`src/include/ppr_pkg.sv`:
```
// ----------------------------------------------------------------
// shared constants of the printer parallel link
// ----------------------------------------------------------------
package ppr_pkg;

  // system clock rate
  localparam int CLK_MHZ = 40;

  // ----------------------------------------------------------------
  // link timing, figures in ns, cycles derived from the clock rate
  // ----------------------------------------------------------------
  // least latch pulse width, rounded up
  localparam int STROBE_MIN_NS = 500;
  localparam int STROBE_CYC = (STROBE_MIN_NS * CLK_MHZ + 999) / 1000;
  // accept pulse width, approximate, rounded down
  localparam int ACCEPT_NS = 5000;
  localparam int ACCEPT_CYC = (ACCEPT_NS * CLK_MHZ) / 1000;
  // least restart pulse width, rounded up
  localparam int RESTART_MIN_NS = 50000;
  localparam int RESTART_CYC = (RESTART_MIN_NS * CLK_MHZ + 999) / 1000;
  // least character period at 1000 characters per second
  localparam int CHAR_PERIOD_NS = 1000000;
  localparam int CHAR_CYC_DEF = (CHAR_PERIOD_NS * CLK_MHZ + 999) / 1000;
  // data setup and hold around the latch pulse
  localparam int SETUP_NS = 500;
  localparam int SETUP_CYC = (SETUP_NS * CLK_MHZ + 999) / 1000;

  // ----------------------------------------------------------------
  // character handling
  // ----------------------------------------------------------------
  localparam logic [7:0] CHAR_CR = 8'h0d;
  localparam int LINE_CHARS_DEF = 80;

  // ----------------------------------------------------------------
  // host register map, byte addresses on the wishbone bus
  // ----------------------------------------------------------------
  localparam logic [7:0] REG_DATA = 8'h00;
  localparam logic [7:0] REG_CTRL = 8'h04;
  localparam logic [7:0] REG_STATUS = 8'h08;
  localparam logic [7:0] REG_IRQ_STAT = 8'h0c;
  localparam logic [7:0] REG_IRQ_MASK = 8'h10;
  // control bits
  localparam int CTRL_AUTOFEED = 0;
  localparam int CTRL_SELECT = 1;
  localparam int CTRL_RESTART = 2;
  localparam int CTRL_W = 2;
  // status bits
  localparam int ST_BUSY = 0;
  localparam int ST_PAPER = 1;
  localparam int ST_SEL = 2;
  localparam int ST_FAULT = 3;
  localparam int ST_PEND = 4;
  // interrupt bits
  localparam int IRQ_DONE = 0;
  localparam int IRQ_FAULT = 1;
  localparam int IRQ_W = 2;

  // ----------------------------------------------------------------
  // types
  // ----------------------------------------------------------------
  typedef enum logic [4:0] {
    DS_IDLE = 5'h01, DS_ENTRY = 5'h02, DS_PRINT = 5'h04,
    DS_WAIT = 5'h08, DS_ACCEPT = 5'h10
  } ppr_dev_state_t;

  typedef enum logic [4:0] {
    HS_IDLE = 5'h01, HS_SETUP = 5'h02, HS_STROBE = 5'h04,
    HS_HOLD = 5'h08, HS_WAIT = 5'h10
  } ppr_host_state_t;

  // pins seen by the printer end, all from outside its clock
  typedef struct packed {
    logic strobe_n;
    logic restart_n;
    logic autofeed_n;
    logic host_select_n;
    logic [7:0] data;
    logic sw_1_2;
    logic sw_1_3;
    logic sw_1_8;
    logic sw_2_3;
    logic paper_empty;
    logic offline;
    logic mech_error;
  } ppr_dev_pins_t;

  localparam ppr_dev_pins_t DEV_PINS_RST = '{strobe_n: 1'b1, restart_n: 1'b1,
    autofeed_n: 1'b1, host_select_n: 1'b1, default: '0};

  // pins seen by the host end
  typedef struct packed {
    logic busy;
    logic accept_n;
    logic paper_out;
    logic selected;
    logic fault_n;
  } ppr_host_pins_t;

  localparam ppr_host_pins_t HOST_PINS_RST = '{busy: 1'b1, accept_n: 1'b1,
    paper_out: 1'b0, selected: 1'b0, fault_n: 1'b1};

endpackage

```
`src/include/ppr_if.sv`:
```
`timescale 1ns/100ps
// ----------------------------------------------------------------
// parallel printer link between host adapter and printer
// ----------------------------------------------------------------
interface ppr_if;
  logic [7:0] data;
  logic strobe_n;
  logic autofeed_n;
  logic restart_n;
  logic host_select_n;
  logic accept_pulse_n;
  logic busy;
  logic paper_out;
  logic selected_status;
  logic fault_n;

  modport device (
    input data, strobe_n, autofeed_n, restart_n, host_select_n,
    output accept_pulse_n, busy, paper_out, selected_status, fault_n
  );

  modport host (
    output data, strobe_n, autofeed_n, restart_n, host_select_n,
    input accept_pulse_n, busy, paper_out, selected_status, fault_n
  );
endinterface

```
`src/rtl/ppr_host.sv`:
```
// Local design decisions: the Wishbone slave port and the register addresses.
`timescale 1ns/100ps
module ppr_host
  import ppr_pkg::*;
#(
  parameter int CHAR_CYC = CHAR_CYC_DEF
)
(
  // clock and reset
  input wire logic i_sys_clk,
  input wire logic i_resetn,
  // wishbone classic slave
  input wire logic i_wb_cyc,
  input wire logic i_wb_stb,
  input wire logic i_wb_we,
  input wire logic [7:0] i_wb_adr,
  input wire logic [3:0] i_wb_sel,
  input wire logic [31:0] i_wb_dat,
  output logic [31:0] o_wb_dat,
  output logic o_wb_ack,
  // interrupt
  output logic o_irq,
  // link to the printer
  ppr_if.host link
);

  // ----------------------------------------------------------------
  // synchroniser on printer outputs
  // ----------------------------------------------------------------
  localparam int GAP_W = $clog2(CHAR_CYC + 1);
  localparam int CNT_W = $clog2(RESTART_CYC + 2);
  ppr_host_pins_t meta_r;
  ppr_host_pins_t s;
  ppr_host_pins_t pins_in;

  assign pins_in = '{busy: link.busy, accept_n: link.accept_pulse_n,
    paper_out: link.paper_out, selected: link.selected_status,
    fault_n: link.fault_n};

  always_ff @(posedge i_sys_clk or negedge i_resetn)
  begin
    if (!i_resetn)
    begin
      meta_r <= HOST_PINS_RST;
      s <= HOST_PINS_RST;
    end
    else
    begin
      meta_r <= pins_in;
      s <= meta_r;
    end
  end

  // ----------------------------------------------------------------
  // bus decode: one wait state, ack for one cycle
  // ----------------------------------------------------------------
  logic ack_r;
  logic acc;
  logic wr;
  logic rd_irq;
  logic [CTRL_W-1:0] ctrl_r;
  logic [IRQ_W-1:0] irq_stat_r;
  logic [IRQ_W-1:0] irq_mask_r;
  logic [IRQ_W-1:0] irq_ev;
  logic pend_r;
  logic [7:0] tx_r;
  logic [CNT_W-1:0] rst_cnt_r;
  logic fault_d_r;
  logic [31:0] rdat_r;

  assign acc = i_wb_cyc && i_wb_stb && !ack_r;
  assign wr = acc && i_wb_we && i_wb_sel[0];
  assign rd_irq = acc && !i_wb_we && (i_wb_adr == REG_IRQ_STAT);

  always_ff @(posedge i_sys_clk or negedge i_resetn)
  begin
    if (!i_resetn)
      ack_r <= 1'b0;
    else
      ack_r <= acc;
  end

  // read data, unmapped addresses read zero
  always_ff @(posedge i_sys_clk or negedge i_resetn)
  begin
    if (!i_resetn)
      rdat_r <= '0;
    else if (acc)
    begin
      rdat_r <= '0;
      case (i_wb_adr)
        REG_DATA: rdat_r[7:0] <= tx_r;
        REG_CTRL: rdat_r[CTRL_W-1:0] <= ctrl_r;
        REG_STATUS:
        begin
          rdat_r[ST_BUSY] <= s.busy;
          rdat_r[ST_PAPER] <= s.paper_out;
          rdat_r[ST_SEL] <= s.selected;
          rdat_r[ST_FAULT] <= !s.fault_n;
          rdat_r[ST_PEND] <= pend_r;
        end
        REG_IRQ_STAT: rdat_r[IRQ_W-1:0] <= irq_stat_r;
        REG_IRQ_MASK: rdat_r[IRQ_W-1:0] <= irq_mask_r;
        default: rdat_r <= '0;
      endcase
    end
  end

  // control and mask registers; restart bit only starts a pulse
  always_ff @(posedge i_sys_clk or negedge i_resetn)
  begin
    if (!i_resetn)
    begin
      ctrl_r <= '0;
      irq_mask_r <= '0;
    end
    else if (wr && i_wb_adr == REG_CTRL)
      ctrl_r <= i_wb_dat[CTRL_W-1:0];
    else if (wr && i_wb_adr == REG_IRQ_MASK)
      irq_mask_r <= i_wb_dat[IRQ_W-1:0];
  end

  // restart pulse held one cycle past the least width
  always_ff @(posedge i_sys_clk or negedge i_resetn)
  begin
    if (!i_resetn)
      rst_cnt_r <= '0;
    else if (wr && i_wb_adr == REG_CTRL && i_wb_dat[CTRL_RESTART])
      rst_cnt_r <= CNT_W'(RESTART_CYC + 1);
    else if (rst_cnt_r != '0)
      rst_cnt_r <= rst_cnt_r - 1'b1;
  end

  // ----------------------------------------------------------------
  // character send sequence
  // ----------------------------------------------------------------
  ppr_host_state_t st_r;
  logic [GAP_W-1:0] gap_r;
  logic [CNT_W-1:0] cnt_r;
  logic ack_seen_r;
  logic strobe_n_r;
  logic restarting;

  assign restarting = (rst_cnt_r != '0);

  always_ff @(posedge i_sys_clk or negedge i_resetn)
  begin
    if (!i_resetn)
    begin
      st_r <= HS_IDLE;
      cnt_r <= '0;
      strobe_n_r <= 1'b1;
      ack_seen_r <= 1'b0;
    end
    else if (restarting)
    begin
      st_r <= HS_IDLE;
      strobe_n_r <= 1'b1;
    end
    else
    begin
      case (st_r)
        HS_IDLE:
          if (pend_r && !s.busy && gap_r == '0)
          begin
            st_r <= HS_SETUP;
            cnt_r <= CNT_W'(SETUP_CYC);
            ack_seen_r <= 1'b0;
          end
        HS_SETUP:
          if (cnt_r == '0)
          begin
            st_r <= HS_STROBE;
            strobe_n_r <= 1'b0;
            cnt_r <= CNT_W'(STROBE_CYC);
          end
          else
            cnt_r <= cnt_r - 1'b1;
        HS_STROBE:
          if (cnt_r == '0)
          begin
            st_r <= HS_HOLD;
            strobe_n_r <= 1'b1;
            cnt_r <= CNT_W'(SETUP_CYC);
          end
          else
            cnt_r <= cnt_r - 1'b1;
        HS_HOLD:
          if (cnt_r == '0)
            st_r <= HS_WAIT;
          else
            cnt_r <= cnt_r - 1'b1;
        HS_WAIT:
          if (ack_seen_r || !s.accept_n)
            st_r <= HS_IDLE;
        default:
          st_r <= HS_IDLE;
      endcase
      if (st_r != HS_IDLE && !s.accept_n)
        ack_seen_r <= 1'b1;
    end
  end

  // character spacing counter, started at each latch pulse
  always_ff @(posedge i_sys_clk or negedge i_resetn)
  begin
    if (!i_resetn)
      gap_r <= '0;
    else if (st_r == HS_SETUP && cnt_r == '0)
      gap_r <= GAP_W'(CHAR_CYC - 1);
    else if (gap_r != '0)
      gap_r <= gap_r - 1'b1;
  end

  // pending character; writes while pending are dropped
  always_ff @(posedge i_sys_clk or negedge i_resetn)
  begin
    if (!i_resetn)
    begin
      pend_r <= 1'b0;
      tx_r <= '0;
    end
    else if (restarting || (st_r == HS_WAIT && (ack_seen_r || !s.accept_n)))
      pend_r <= 1'b0;
    else if (wr && i_wb_adr == REG_DATA && !pend_r)
    begin
      pend_r <= 1'b1;
      tx_r <= i_wb_dat[7:0];
    end
  end

  // ----------------------------------------------------------------
  // interrupts: sticky, read clears, a new event wins over the clear
  // ----------------------------------------------------------------
  always_comb
  begin
    irq_ev = '0;
    irq_ev[IRQ_DONE] = (st_r == HS_WAIT) && (ack_seen_r || !s.accept_n) && !restarting;
    irq_ev[IRQ_FAULT] = fault_d_r && !s.fault_n;
  end

  always_ff @(posedge i_sys_clk or negedge i_resetn)
  begin
    if (!i_resetn)
    begin
      irq_stat_r <= '0;
      fault_d_r <= 1'b1;
    end
    else
    begin
      fault_d_r <= s.fault_n;
      irq_stat_r <= (rd_irq ? '0 : irq_stat_r) | irq_ev;
    end
  end

  logic irq_r;
  always_ff @(posedge i_sys_clk or negedge i_resetn)
  begin
    if (!i_resetn)
      irq_r <= 1'b0;
    else
      irq_r <= |(irq_stat_r & irq_mask_r);
  end

  // link and bus outputs straight from flops
  logic autofeed_n_r;
  logic select_n_r;
  logic restart_n_r;
  always_ff @(posedge i_sys_clk or negedge i_resetn)
  begin
    if (!i_resetn)
    begin
      autofeed_n_r <= 1'b1;
      select_n_r <= 1'b1;
      restart_n_r <= 1'b1;
    end
    else
    begin
      autofeed_n_r <= !ctrl_r[CTRL_AUTOFEED];
      select_n_r <= !ctrl_r[CTRL_SELECT];
      restart_n_r <= !restarting;
    end
  end

  assign link.data = tx_r;
  assign link.strobe_n = strobe_n_r;
  assign link.autofeed_n = autofeed_n_r;
  assign link.host_select_n = select_n_r;
  assign link.restart_n = restart_n_r;
  assign o_wb_dat = rdat_r;
  assign o_wb_ack = ack_r;
  assign o_irq = irq_r;

endmodule

```
`src/flat_wrapper.sv`:
```
// flat-port wrapper written by rule: the top's interface ports become plain ports
module ppr_host_flat import ppr_pkg::*;
#(
  parameter int CHAR_CYC = CHAR_CYC_DEF
)
  (i_sys_clk, i_resetn, i_wb_cyc, i_wb_stb, i_wb_we, i_wb_adr, i_wb_sel, i_wb_dat, o_wb_dat, o_wb_ack, o_irq, link_data, link_strobe_n, link_autofeed_n, link_restart_n, link_host_select_n, link_accept_pulse_n, link_busy, link_paper_out, link_selected_status, link_fault_n);
  ppr_if link_i ();
  input wire logic i_sys_clk;
  input wire logic i_resetn;
  input wire logic i_wb_cyc;
  input wire logic i_wb_stb;
  input wire logic i_wb_we;
  input wire logic [7:0] i_wb_adr;
  input wire logic [3:0] i_wb_sel;
  input wire logic [31:0] i_wb_dat;
  output logic [31:0] o_wb_dat;
  output logic o_wb_ack;
  output logic o_irq;
  output wire logic [$bits(link_i.data)-1:0] link_data;
  output wire logic [$bits(link_i.strobe_n)-1:0] link_strobe_n;
  output wire logic [$bits(link_i.autofeed_n)-1:0] link_autofeed_n;
  output wire logic [$bits(link_i.restart_n)-1:0] link_restart_n;
  output wire logic [$bits(link_i.host_select_n)-1:0] link_host_select_n;
  input wire logic [$bits(link_i.accept_pulse_n)-1:0] link_accept_pulse_n;
  input wire logic [$bits(link_i.busy)-1:0] link_busy;
  input wire logic [$bits(link_i.paper_out)-1:0] link_paper_out;
  input wire logic [$bits(link_i.selected_status)-1:0] link_selected_status;
  input wire logic [$bits(link_i.fault_n)-1:0] link_fault_n;
  assign link_data = link_i.data;
  assign link_strobe_n = link_i.strobe_n;
  assign link_autofeed_n = link_i.autofeed_n;
  assign link_restart_n = link_i.restart_n;
  assign link_host_select_n = link_i.host_select_n;
  assign link_i.accept_pulse_n = link_accept_pulse_n;
  assign link_i.busy = link_busy;
  assign link_i.paper_out = link_paper_out;
  assign link_i.selected_status = link_selected_status;
  assign link_i.fault_n = link_fault_n;
  ppr_host #(.CHAR_CYC(CHAR_CYC)) u_core (.i_sys_clk(i_sys_clk), .i_resetn(i_resetn), .i_wb_cyc(i_wb_cyc), .i_wb_stb(i_wb_stb), .i_wb_we(i_wb_we), .i_wb_adr(i_wb_adr), .i_wb_sel(i_wb_sel), .i_wb_dat(i_wb_dat), .o_wb_dat(o_wb_dat), .o_wb_ack(o_wb_ack), .o_irq(o_irq), .link(link_i));
endmodule
```
`config.mk`:
```
export PLATFORM = sky130hd
export DESIGN_NAME = ppr_host_flat
export DESIGN_NICKNAME = d
export VERILOG_FILES = /design/src/include/ppr_pkg.sv /design/src/include/ppr_if.sv /design/src/rtl/ppr_host.sv /design/src/flat_wrapper.sv
export SDC_FILE = /design/constraint.sdc
export NUM_CORES = 1
export LEC_CHECK = 0
export BUFFER_PORTS_ARGS = -buffer_cell sky130_fd_sc_hd__buf_2
export CORE_MARGIN = 4
export CORE_UTILIZATION = 54
export DETAILED_ROUTE_END_ITERATION = 10
export PLACE_DENSITY = 0.92
export REMOVE_ABC_BUFFERS = 1
export SYNTH_ARGS = -nofsm -noshare
export SYNTH_HDL_FRONTEND = slang
export SYNTH_SLANG_ARGS = --single-unit
```
`constraint.sdc`:
```
create_clock -name i_sys_clk -period 3.2 [get_ports i_sys_clk]
set_clock_uncertainty 0.1 [all_clocks]
set_input_delay 0.32 -clock i_sys_clk [delete_from_list [all_inputs] [get_ports i_sys_clk]]
set_output_delay 0.32 -clock i_sys_clk [all_outputs]
set_load 0.02 [all_outputs]
```
# Word-level counts from Yosys, hierarchy flattened
# Index checks and enable logic that the tools add are counted.
# Widths: inputs -> output; s select.
# op_classes
n_addsub	3
eq_ne	17
muxes	28
bitwise_logic	5
reduce_logical	49
# op_table
cell	count
$mux 11	5
$pmux 11 s3	1
$mux 16	2
$mux 5	6
$pmux 5 s5	1
$sub 11x1->11 const B	2
$logic_and 1x1->1	18
$eq 8x4->1 const B	2
$logic_not 16->1	1
$reduce_bool 16->1	1
$sub 16x1->16 const B	1
$ne 3x1->1 const B	4
$logic_not 11->1	1
$reduce_bool 11->1	1
$pmux 2 s5	1
$reduce_bool 2->1	5
$logic_not 1->1	9
$eq 8x3->1 const B	1
$eq 8x5->1 const B	1
$logic_not 8->1	1
$mux 1	8
$pmux 3 s2	1
$reduce_and 3->1	2
$reduce_bool 3->1	2
other kinds (20)	25
# totals
register_bits	84
out_inout_bits	46
elab_cells	130

# Depth between registers and ports, before layout
# Gate-level depths: netlist of the first run.
# depth
ltp_word	8
mapped_depth	9

# Worst setup path before layout of the first run
# Ideal clock, no wire load.
# synth_path
path_type	register -> register
startpoint	register u_core.rst_cnt_r[0]
endpoint	register u_core.tx_r[0] (netlist: u_core.link.data[0])
setup_ns	0.125
arrival_time_ns	2.062
path_slack_ns	0.913
stages_incl_launch_ff	10
path_buffers	1
path_cell_list	dfrtp_1 -> inv_1 -> ha_1 -> nor3b_1 -> nand3_4 -> clkinv_4 -> nand2_1 -> or3_1 -> buf_6 -> mux2_4
# synth_via
elab_chain_len	4
# synth_rtl
item	line	text
from (decl)	ppr_host.sv:67	logic [CNT_W-1:0] rst_cnt_r;
from (signal assigned)	ppr_host.sv:129	rst_cnt_r <= CNT_W'(RESTART_CYC + 1);
from (signal assigned)	ppr_host.sv:131	rst_cnt_r <= rst_cnt_r - 1'b1;
$reduce_bool 11->1	ppr_host.sv:144	assign restarting = (rst_cnt_r != '0);
$logic_or 1x1->1	ppr_host.sv:223	else if (restarting || (st_r == HS_WAIT && (ack_seen_r || !s.accept_n)))
$not 1->1 (no line)	--	
$reduce_and 2->1 (no line)	--	
to (signal assigned)	ppr_host.sv:228	tx_r <= i_wb_dat[7:0];
to (decl)	ppr_host.sv:66	logic [7:0] tx_r;
# Every way passes these cells.
# A chain may end at the register's enable or synchronous reset.

# Final worst setup path of the first run
# layout_path
startpoint	register u_core.rst_cnt_r[0]
endpoint	register u_core.tx_r[5] (netlist: u_core.link.data[5])
# Same word-level chain as after synthesis.

==> impl_metrics.csv, run 1 <==
group,metric,value,unit
global_route,grt_pass1_vias,3396,
logic_synthesis,synth_area,0.004368,mm2
sta,timing.setup.tns,0,ps
global_route,grt_max_degree,85,
floorplan,dieWidth,97.94,um
critical_path,worstPathMaxFanout,14,
drt,vias,3471,
drt,drtIter0Drc,316,
global_route,gr-total-overflow,0,
sta,finalHoldViolations,0,
global_route,antenna_found_initial,0,
logic_synthesis,synth_edf_count,0,
drt,drtPass1Iterations,5,
cts,path_clk_slew,90,ps
sta,tightestPinTransition,1007,ps
cells_and_area,synthToLayoutAreaGrowth,11.49,%
drt,vias_per_cell,5.893,
logic_synthesis,ys.flop_type,"dfrtp_1",
sta,drv_slew,0,
cells_and_area,fin_nets,542,
power,ir_drop,0.0003074,V
min_path,min_path_type,"in2async",
global_route,track_usage,20.46,%
placed_design,dp_hpwl,6603,um
placed_design,pre_cts_slack,385.7,ps
logic_synthesis,yosysTopAreaCell,"dfrtp_1",
cells_and_area,antennaDiodeCount,0,
floorplan,core_area,0.007807,mm2
logic_synthesis,avgSynthCellArea,10.16,um2
flow_run,drv_cap,0,
floorplan,die_y,97.94,um
floorplan,die-area,0.009591,mm2
logic_synthesis,ys_warn_count,0,
drt,routed_wl,9707,um
logic_synthesis,ys_seq_elements,84,
outcome,status,"complete, no violations",
drt,drc,0,
cells_and_area,layout_commonest_cell,"dfrtp_1",
logic_synthesis,synth_seq_area_share,48.47,%
power,leakagePower,2.282,nW
sta,fin_crit_sh,89.32,%
sta,finalSetupViolations,0,
logic_synthesis,synth_top_area_share,41.25,%
logic_synthesis,synth_area_leaders,"dfrtp_1, dfstp_2, nand2_1, buf_4, nor2_1",
cells_and_area,fillerInstances,578,
drt,postRouteAntennaNets,0,
placed_design,place.gp.congestion,0.9654,
floorplan,rows,32,
cts,cts_tree,"yes",
sta,fin_crit,2858,ps
cells_and_area,layout_common_cells,"dfrtp_1, nand2_1, buf_2, nor2_1, conb_1",
sta,fmax,349.9,MHz
placed_design,io_buffers,48,
floorplan,ioPinCount,100,
cts,cts_resized,0,
critical_path,crit_type,"reg2reg",
cts,htreeDepth,3,
sta,relSlewSlack,32.85,%
cells_and_area,drive_above_1_share,20.12,%
sta,worst_slack,341.7,ps
critical_path,cp-start-kind,"flop",
drt,wl_per_cell,16.48,um
sta,holdWs,39.79,ps
logic_synthesis,synthArstFlopShare,100.0,%
logic_synthesis,ys_types,65,
cts,clkSinkCount,84,
cts,cts_root_buffer,"clkbuf_8",
cts,cts-buffers-inserted,9,
cts,clk_latency,350,ps
critical_path,worst_setup_path_end_kind,"flop",
sta,rsz0062_at_grt,"false",
global_route,grt_pass1_wl,16180,um
logic_synthesis,netlist_instances,430,
critical_path,crit_arrival,3000,ps
power,p_total,2.252,mW
cts,clock_path_buffers,2,
critical_path,crit_required,3340,ps
floorplan,start_util,55.95,%
power,powerDensity,462.4,mW/mm2
==> path summary, 6_finish.rpt <==
path                                                      start                               to  slack, ps  cells after the start
worst max-delay path            u_core.rst_cnt_r[0]$_DFFE_PN0P_  u_core.link.data[5]$_DFFE_PN0P_        340                      8
worst min-delay path                                   i_resetn  u_core.rst_cnt_r[7]$_DFFE_PN0P_         40                      1
worst max register to register  u_core.rst_cnt_r[0]$_DFFE_PN0P_  u_core.link.data[5]$_DFFE_PN0P_        340                      8
worst min register to register       u_core.meta_r[1]$_DFF_PN0_            u_core.s[1]$_DFF_PN0_        250                      0
max in group asynchronous                              i_resetn      u_core.cnt_r[9]$_DFFE_PN0P_       2320                      1
min in group i_sys_clk                              i_wb_dat[6]  u_core.link.data[6]$_DFFE_PN0P_         90                      2
==> cells by family after synthesis <==
group	Yosys count	synth area share [%]
flops	84	48.47
other cells	1	0.08585
compound gates	64	10.23
mux	21	5.786
buf+inv	52	6.960
xor+xnor	20	4.010
fa+ha+maj	6	1.719
simple gates	182	22.74
==> state kept, by name (all words and copies together), names as in the netlist, 2 cells and up <==
name               flops
u_core.gap_r          16
u_core.cnt_r          11
u_core.rst_cnt_r      11
u_core.link.data       8
u_core.o_wb_dat        8
u_core.meta_r          5
u_core.s               5
u_core.st_r            5
u_core.ctrl_r          2
u_core.irq_mask_r      2
u_core.irq_stat_r      2
==> through the flow <==
step,util [%],cells,cell area (um2)
after floorplan,-,415,4208
after global placement,58.93,568,4601
after detailed placement,58.93,568,4601
after CTS,62.37,589,4870
after global routing,62.37,589,4870
final,62.37,589,4870
==> power by group <==
part / internal (mW) / leakage, nW / switching [mW]
Sequential: 1.11 / 1.07 / 0.0596
Combinational: 0.100 / 1.11 / 0.149
Clock: 0.462 / 0.111 / 0.366
==> Yosys cell counts, types with 2 or more instances <==
| cell type | n |
|---|---|
| buf_2 | 5 |
| and3_1 | 5 |
| a22o_1 | 2 |
| nand3b_1 | 3 |
| nor2_1 | 35 |
| or3_1 | 6 |
| nand4b_1 | 3 |
| nand2b_1 | 2 |
| ha_1 | 6 |
| buf_4 | 24 |
| nor4_1 | 2 |
| o22ai_1 | 2 |
| clkbuf_1 | 8 |
| dfrtp_1 | 72 |
| a2111oi_0 | 3 |
| nor3_1 | 13 |
| nor4_4 | 2 |
| a22oi_1 | 3 |
| a21oi_1 | 13 |
| a221oi_1 | 2 |
| o21ai_0 | 12 |
| dfstp_2 | 12 |
| mux2i_1 | 11 |
| xnor2_1 | 6 |
| o41ai_1 | 2 |
| nor3b_1 | 4 |
| nor4b_1 | 3 |
| and2_1 | 7 |
| xor2_1 | 14 |
| o21a_1 | 2 |
| nand4_1 | 11 |
| o2111a_1 | 4 |
| nand3_1 | 17 |
| mux2_4 | 8 |
| mux2_2 | 2 |
| o31ai_1 | 7 |
| inv_1 | 12 |
| or4_1 | 4 |
| o2bb2ai_1 | 2 |
| a31oi_1 | 2 |
| nand2_1 | 50 |
| nor2b_1 | 4 |
==> routing by layer <==
metal / GRT usage (%) / share of wire, %
met5: 0 / 0
met4: 7.774 / 2.2
met3: 3.857 / 5.4
met2: 35.34 / 52
met1: 25.46 / 41
==> critical path, stage by stage, from the launching register on <==
cell and delay (ps):
dfrtp_1 410, inv_1 120, ha_1 170, nor3b_1 430, nand3_4 260, clkinv_4 160
nand2_1 90, or3_1 610, mux2_4 400
==> timing repair <==
item / 4_1_cts / 5_1_grt
hold buffers: 5 / 0
hold endpoints to repair: 5 / 0
setup buffers: 0 / 0
==> area by class of cell <==
class	instances	area (um2)	area share, %
Clock buffer	12	145.1	2.980
Inverter	14	57.56	1.182
Multi-Input combinational cell	317	2033	41.75
Clock inverter	4	73.82	1.516
Sequential cell	84	2117	43.47
Tap cell	102	127.6	2.621
Timing Repair Buffer	56	315.3	6.475
Note: power is estimated with default switching activity, not from simulation.
==> run 2: changes to the inputs <==
==> constraint.sdc (replaced) <==
create_clock -name i_sys_clk -period 3.2 [get_ports i_sys_clk]
set_clock_uncertainty 0.1 [all_clocks]
set_input_delay 0.96 -clock i_sys_clk [delete_from_list [all_inputs] [get_ports i_sys_clk]]
set_output_delay 0.96 -clock i_sys_clk [all_outputs]
set_load 0.02 [all_outputs]
==> run 2 against run 1 <==
Compared with the run above: non-clock buffer count down 2; cell area is 0.26% lower; fmax fell by 4.1%; sequential power barely moved; first-iteration DRC count shrank 17%; cell count decreased by 0.34%; largest cell class unchanged.
==> impl_metrics.csv, run 2 (synthesis results as in run 1) <==
group,metric,value,unit
sta,rsz0062_at_grt,"false",
critical_path,r2r_setup_slack,220,ps
floorplan,ioPinCount,100,
placed_design,io_buffers,48,
floorplan,dieWidth,97.94,um
placed_design,pre_cts_slack,260.2,ps
cells_and_area,largestRegisters,"u_core.gap_r (16), u_core.cnt_r (11), u_core.rst_cnt_r (11)",
drt,postRouteAntennaNets,0,
drt,routed_wl,9977,um
min_path,min_path_type,"reg2reg",
floorplan,core_area,0.007807,mm2
cts,htreeDepth,3,
cts,cts_root_buffer,"clkbuf_8",
cts,cts_hold_buffers,0,
cts,clock_path_buffers,2,
drt,drtPass1Iterations,6,
global_route,track_usage,21.66,%
critical_path,crit_type,"reg2reg",
critical_path,rr_startpoint,"u_core.gap_r[0]$_DFFE_PN0P_",
cells_and_area,layout_commonest_cell,"dfrtp_1",
sta,tightestPinTransition,1012,ps
drt,drtIter0Drc,263,
global_route,antenna_found_initial,0,
sta,fin_crit_sh,93.13,%
placed_design,place.gp.congestion,0.9509,
cts,path_clk_slew,90,ps
sta,drv_slew,0,
critical_path,worst_setup_path_end_kind,"flop",
cells_and_area,layout_common_cells,"dfrtp_1, nand2_1, buf_2, nor2_1, conb_1",
cells_and_area,final_area,0.004857,mm2
placed_design,post_dp_cell_area,0.004623,mm2
cells_and_area,fin_nets,540,
outcome,status,"complete, no violations",
cells_and_area,fillerInstances,583,
cells_and_area,synthToLayoutAreaGrowth,11.20,%
cts,clkSinkCount,84,
cts,postCtsSetupBuffers,0,
drt,vias_per_cell,5.934,
cells_and_area,largest_reg_flops,16,
floorplan,rows,32,
critical_path,reg2reg_to,"u_core.st_r[3]$_DFFE_PN0P_",
floorplan,die_y,97.94,um
min_path,whs_path_depth,0,
cts,cts_tree,"yes",
sta,finalHoldViolations,0,
min_path,min_to,"u_core.s[3]$_DFF_PN1_",
critical_path,crit_required,3380,ps
cells_and_area,drive_above_1_share,21.24,%
cts,cts_resized,0,
sta,relSlewSlack,30.82,%
critical_path,worstPathMaxFanout,17,
critical_path,cp-start-kind,"flop",
global_route,grt_max_degree,43,
critical_path,r2r_cells,7,
drt,wl_per_cell,17.00,um
cells_and_area,antennaDiodeCount,0,
power,powerDensity,471.5,mW/mm2
cts,clk_latency,360,ps
cells_and_area,largest_register,"u_core.gap_r",
global_route,gr-total-overflow,0,
floorplan,die-area,0.009591,mm2
sta,fmax,335.5,MHz
drt,vias,3483,
min_path,worstHoldStart,"u_core.meta_r[3]$_DFF_PN1_",
drt,drc,0,
sta,timing.setup.tns,0,ps
cts,cts-buffers-inserted,9,
global_route,grt_pass1_wl,16940,um
power,ir_drop,0.0002638,V
critical_path,crit_arrival,3160,ps
floorplan,start_util,55.95,%
sta,finalSetupViolations,0,
global_route,grt_pass1_vias,3537,
sta,fin_crit,2980,ps
sta,worst_slack,219.8,ps
placed_design,dp_hpwl,7050,um
power,leakagePower,2.285,nW
flow_run,drv_cap,0,
## run 2: cell types whose count changed in the layout (fill, tap and decap cells not counted), sizes merged
cell / previous run / this run
buf: 51 / 54
clkbuf: 12 / 11
dlygate4sd3: 5 / 0
inv: 12 / 13
## run 2: worst max-delay path, cell delays in order (launching register included)
cell	delay (ps)
dfrtp_1	410
inv_1	90
ha_1	200
nor4b_1	380
nand4_2	480
o21a_1	480
or4_1	570
a21oi_1	180
## run 2: how the worst max path moves through the flow
stage	from	end	cells past startpoint
2_1_floorplan	i_wb_adr[0]	u_core.link.data[0]$_DFFE_PN0P_	5
3_3_place_gp	i_wb_adr[0]	u_core.link.data[5]$_DFFE_PN0P_	6
4_1_cts	u_core.gap_r[0]$_DFFE_PN0P_	u_core.st_r[3]$_DFFE_PN0P_	7
6_report	u_core.gap_r[0]$_DFFE_PN0P_	u_core.st_r[3]$_DFFE_PN0P_	7
3_5_place_dp	i_wb_adr[0]	u_core.link.data[3]$_DFFE_PN0P_	6
5_1_grt	u_core.gap_r[0]$_DFFE_PN0P_	u_core.st_r[3]$_DFFE_PN0P_	7
## run 2: power by group
part / switching (mW) / total, mW / internal [mW] / leakage (nW)
clock network: 0.389 / 0.875 / 0.485 / 0.120
logic: 0.150 / 0.241 / 0.0913 / 1.10
registers: 0.0593 / 1.17 / 1.11 / 1.07
## run 2: cell type report
class                   count  area, um2  area share (%)
clock buffers              11      151.4           3.117
clock inverters             5      82.58           1.700
inverters                  14      57.56           1.185
multi-input cells         317       2033           41.86
flip-flops and latches     84       2117           43.59
well taps                 102      127.6           2.628
repair buffers             54      287.8           5.925
## run 2: stage by stage
step | instances | hold slack [ps] | total power, mW | utilization [%]
2_1_floorplan | 415 | 231.2 | 1.338 | -
3_3_place_gp | 571 | 232.8 | 1.408 | 59.21
3_5_place_dp | 571 | 252.8 | 1.426 | 59.21
4_1_cts | 587 | 256.3 | 2.299 | 62.21
5_1_grt | 587 | 267.6 | 2.391 | 62.21
6_report | 587 | 250.1 | 2.290 | 62.21
## run 2: metal layers
layer  vias up  part of all wire (%)  GRT usage [%]
met5         -                     0              0
met3        24                   5.7          5.286
met4         0                   2.1          6.603
met2       140                    52          38.12
li1       1583                     -              -
met1      1736                    40          26.29
==> run 3: changes to the inputs <==
CELL_PAD_IN_SITES_DETAIL_PLACEMENT = 0   (was default)
CELL_PAD_IN_SITES_GLOBAL_PLACEMENT = 1   (was default)
CORE_UTILIZATION = 41   (was 54)
PLACE_DENSITY = 0.91   (was 0.92)
==> run 3 against run 2 <==
Compared with the run above: die area up 29%; global-route usage is 6.1 points lower; count of clock-buffer cells in the layout is 2 lower; cell area grew 1.0%; combinational power decreased by 4%; sequential power about the same; total power down 0.57%; cell count grew 5.8%; first-iteration DRC count decreased by 13%; via count fell by 4.8%; highest routed layer unchanged.
==> impl_metrics.csv, run 3 (synthesis results as in run 1) <==
group,metric,value,unit
critical_path,crit_arrival,2940,ps
power,leakagePower,2.283,nW
global_route,met2_usage,24.57,%
placed_design,place.gp.congestion,0.9031,
cts,cts_root_buffer,"clkbuf_8",
floorplan,dieWidth,111.2,um
global_route,antenna_found_initial,0,
power,ir_drop,0.0002558,V
global_route,grtUsageMet1,21.03,%
power,p_sw_share,27.09,%
power,powerDensity,464.0,mW/mm2
floorplan,ioPinCount,100,
cells_and_area,layout_common_cells,"dfrtp_1, nand2_1, buf_2, nor2_1, conb_1",
sta,timing.setup.tns,0,ps
critical_path,cp-start-kind,"flop",
cells_and_area,synthToLayoutAreaGrowth,12.35,%
cts,cts_tree,"yes",
cts,path_clk_slew,100,ps
drt,drc,0,
drt,wl_per_cell,14.89,um
cells_and_area,antennaDiodeCount,0,
power,p_seq_share,51.5,%
cts,clk_latency,370,ps
drt,vias_per_cell,5.341,
global_route,grt.busiest_layer,"met2",
power,p_switching,616.8,uW
floorplan,core_area,0.01037,mm2
cells_and_area,fin_nets,540,
cts,htreeDepth,3,
cells_and_area,largestRegisters,"u_core.gap_r (16), u_core.cnt_r (11), u_core.rst_cnt_r (11)",
cells_and_area,largest_register,"u_core.gap_r",
sta,finalHoldViolations,0,
cts,cts_hold_buffers,0,
global_route,grt_pass1_vias,3294,
flow_run,drv_cap,0,
critical_path,worstPathMaxFanout,14,
sta,finalSetupViolations,0,
sta,fin_crit_sh,87.33,%
power,intPower,1.660,mW
cells_and_area,ff_latch_area,0.002117,mm2
cells_and_area,layout_commonest_cell,"dfrtp_1",
cells_and_area,drive_above_1_share,21.24,%
cells_and_area,multi_input_area,0.002033,mm2
cts,cts_resized,0,
power,p_comb_share,10.2,%
global_route,track_usage,15.54,%
drt,drtIter0Drc,229,
global_route,grt_util_met3,3.057,%
global_route,grt_pass1_wl,15900,um
critical_path,crit_type,"reg2reg",
drt,vias,3317,
sta,rsz0062_at_grt,"false",
power,p_total,2.277,mW
drt,drtPass1Iterations,4,
floorplan,start_util,42.12,%
sta,fmax,357.9,MHz
cells_and_area,final_area,0.004907,mm2
cts,postCtsSetupBuffers,0,
sta,relSlewSlack,35.73,%
power,p_clk_share,38.3,%
floorplan,die-area,0.01237,mm2
min_path,min_path_type,"reg2reg",
outcome,status,"complete, no violations",
global_route,grt_max_degree,44,
sta,holdWs,258.0,ps
cts,clkSinkCount,84,
sta,fin_crit,2794,ps
cells_and_area,largest_reg_flops,16,
floorplan,rows,37,
sta,drv_slew,0,
cts,clock_path_buffers,2,
placed_design,dp_hpwl,6694,um
drt,postRouteAntennaNets,0,
cts,cts-buffers-inserted,9,
sta,tightestPinTransition,939.7,ps
cells_and_area,fillerInstances,973,
placed_design,post_dp_cell_area,0.004678,mm2
critical_path,crit_required,3350,ps
floorplan,die_y,111.2,um
drt,routed_wl,9247,um
critical_path,r2r_setup_slack,410,ps
global_route,gr-total-overflow,0,
critical_path,worst_setup_path_end_kind,"flop",
placed_design,io_buffers,48,
## run 3: cell type report
class / count / area share [%]
flip-flops and latches: 84 / 43.14
multi-input cells: 317 / 41.43
repair buffers: 54 / 6.119
well taps: 136 / 3.468
clock buffers: 9 / 2.524
clock inverters: 7 / 2.142
inverters: 14 / 1.173
## run 3: worst paths after layout
kind                       depth (start not counted)                               end                       startpoint
min in group asynchronous                          1       u_core.cnt_r[7]$_DFFE_PN0P_                         i_resetn
hold / removal                                     0             u_core.s[2]$_DFF_PN0_       u_core.meta_r[2]$_DFF_PN0_
setup reg to reg                                   8   u_core.link.data[4]$_DFFE_PN0P_  u_core.rst_cnt_r[0]$_DFFE_PN0P_
setup / recovery                                   8   u_core.link.data[4]$_DFFE_PN0P_  u_core.rst_cnt_r[0]$_DFFE_PN0P_
hold reg to reg                                    0             u_core.s[2]$_DFF_PN0_       u_core.meta_r[2]$_DFF_PN0_
max in group asynchronous                          2  u_core.link.autofeed_n$_DFF_PN1_                         i_resetn
## run 3: power by group through the flow
stage / Sequential [mW] / Combinational, mW / Clock (mW)
finish: 1.17 / 0.231 / 0.873
global route: 1.18 / 0.266 / 0.944
CTS: 1.17 / 0.233 / 0.901
detailed placement: 1.19 / 0.234 / 0
global placement: 1.19 / 0.228 / 0
floorplan: 1.19 / 0.153 / 0
## run 3: metrics by stage
stage / setup slack, ps / utilization, % / cells
floorplan: 425.1 / - / 415
global placement: 252.2 / 45.11 / 605
detailed placement: 231.9 / 45.11 / 605
CTS: 401.5 / 47.32 / 621
global route: 272.4 / 47.32 / 621
finish: 405.6 / 47.32 / 621
## run 3: per-layer routing
| metal | up-vias | part of all wire (%) |
|---|---|---|
| li1 | 1586 | - |
| met3 | 15 | 5.0 |
| met2 | 90 | 47 |
| met4 | 0 | 2.0 |
| met5 | - | 0 |
| met1 | 1626 | 46 |
## run 3: critical path, stage by stage (launching register included)
cell      delay [ps]
dfrtp_1          420
inv_1            120
ha_1             180
nor3b_1          410
nand3_4          250
clkinv_4         170
nand2_1           90
or3_1            580
mux2_4           380
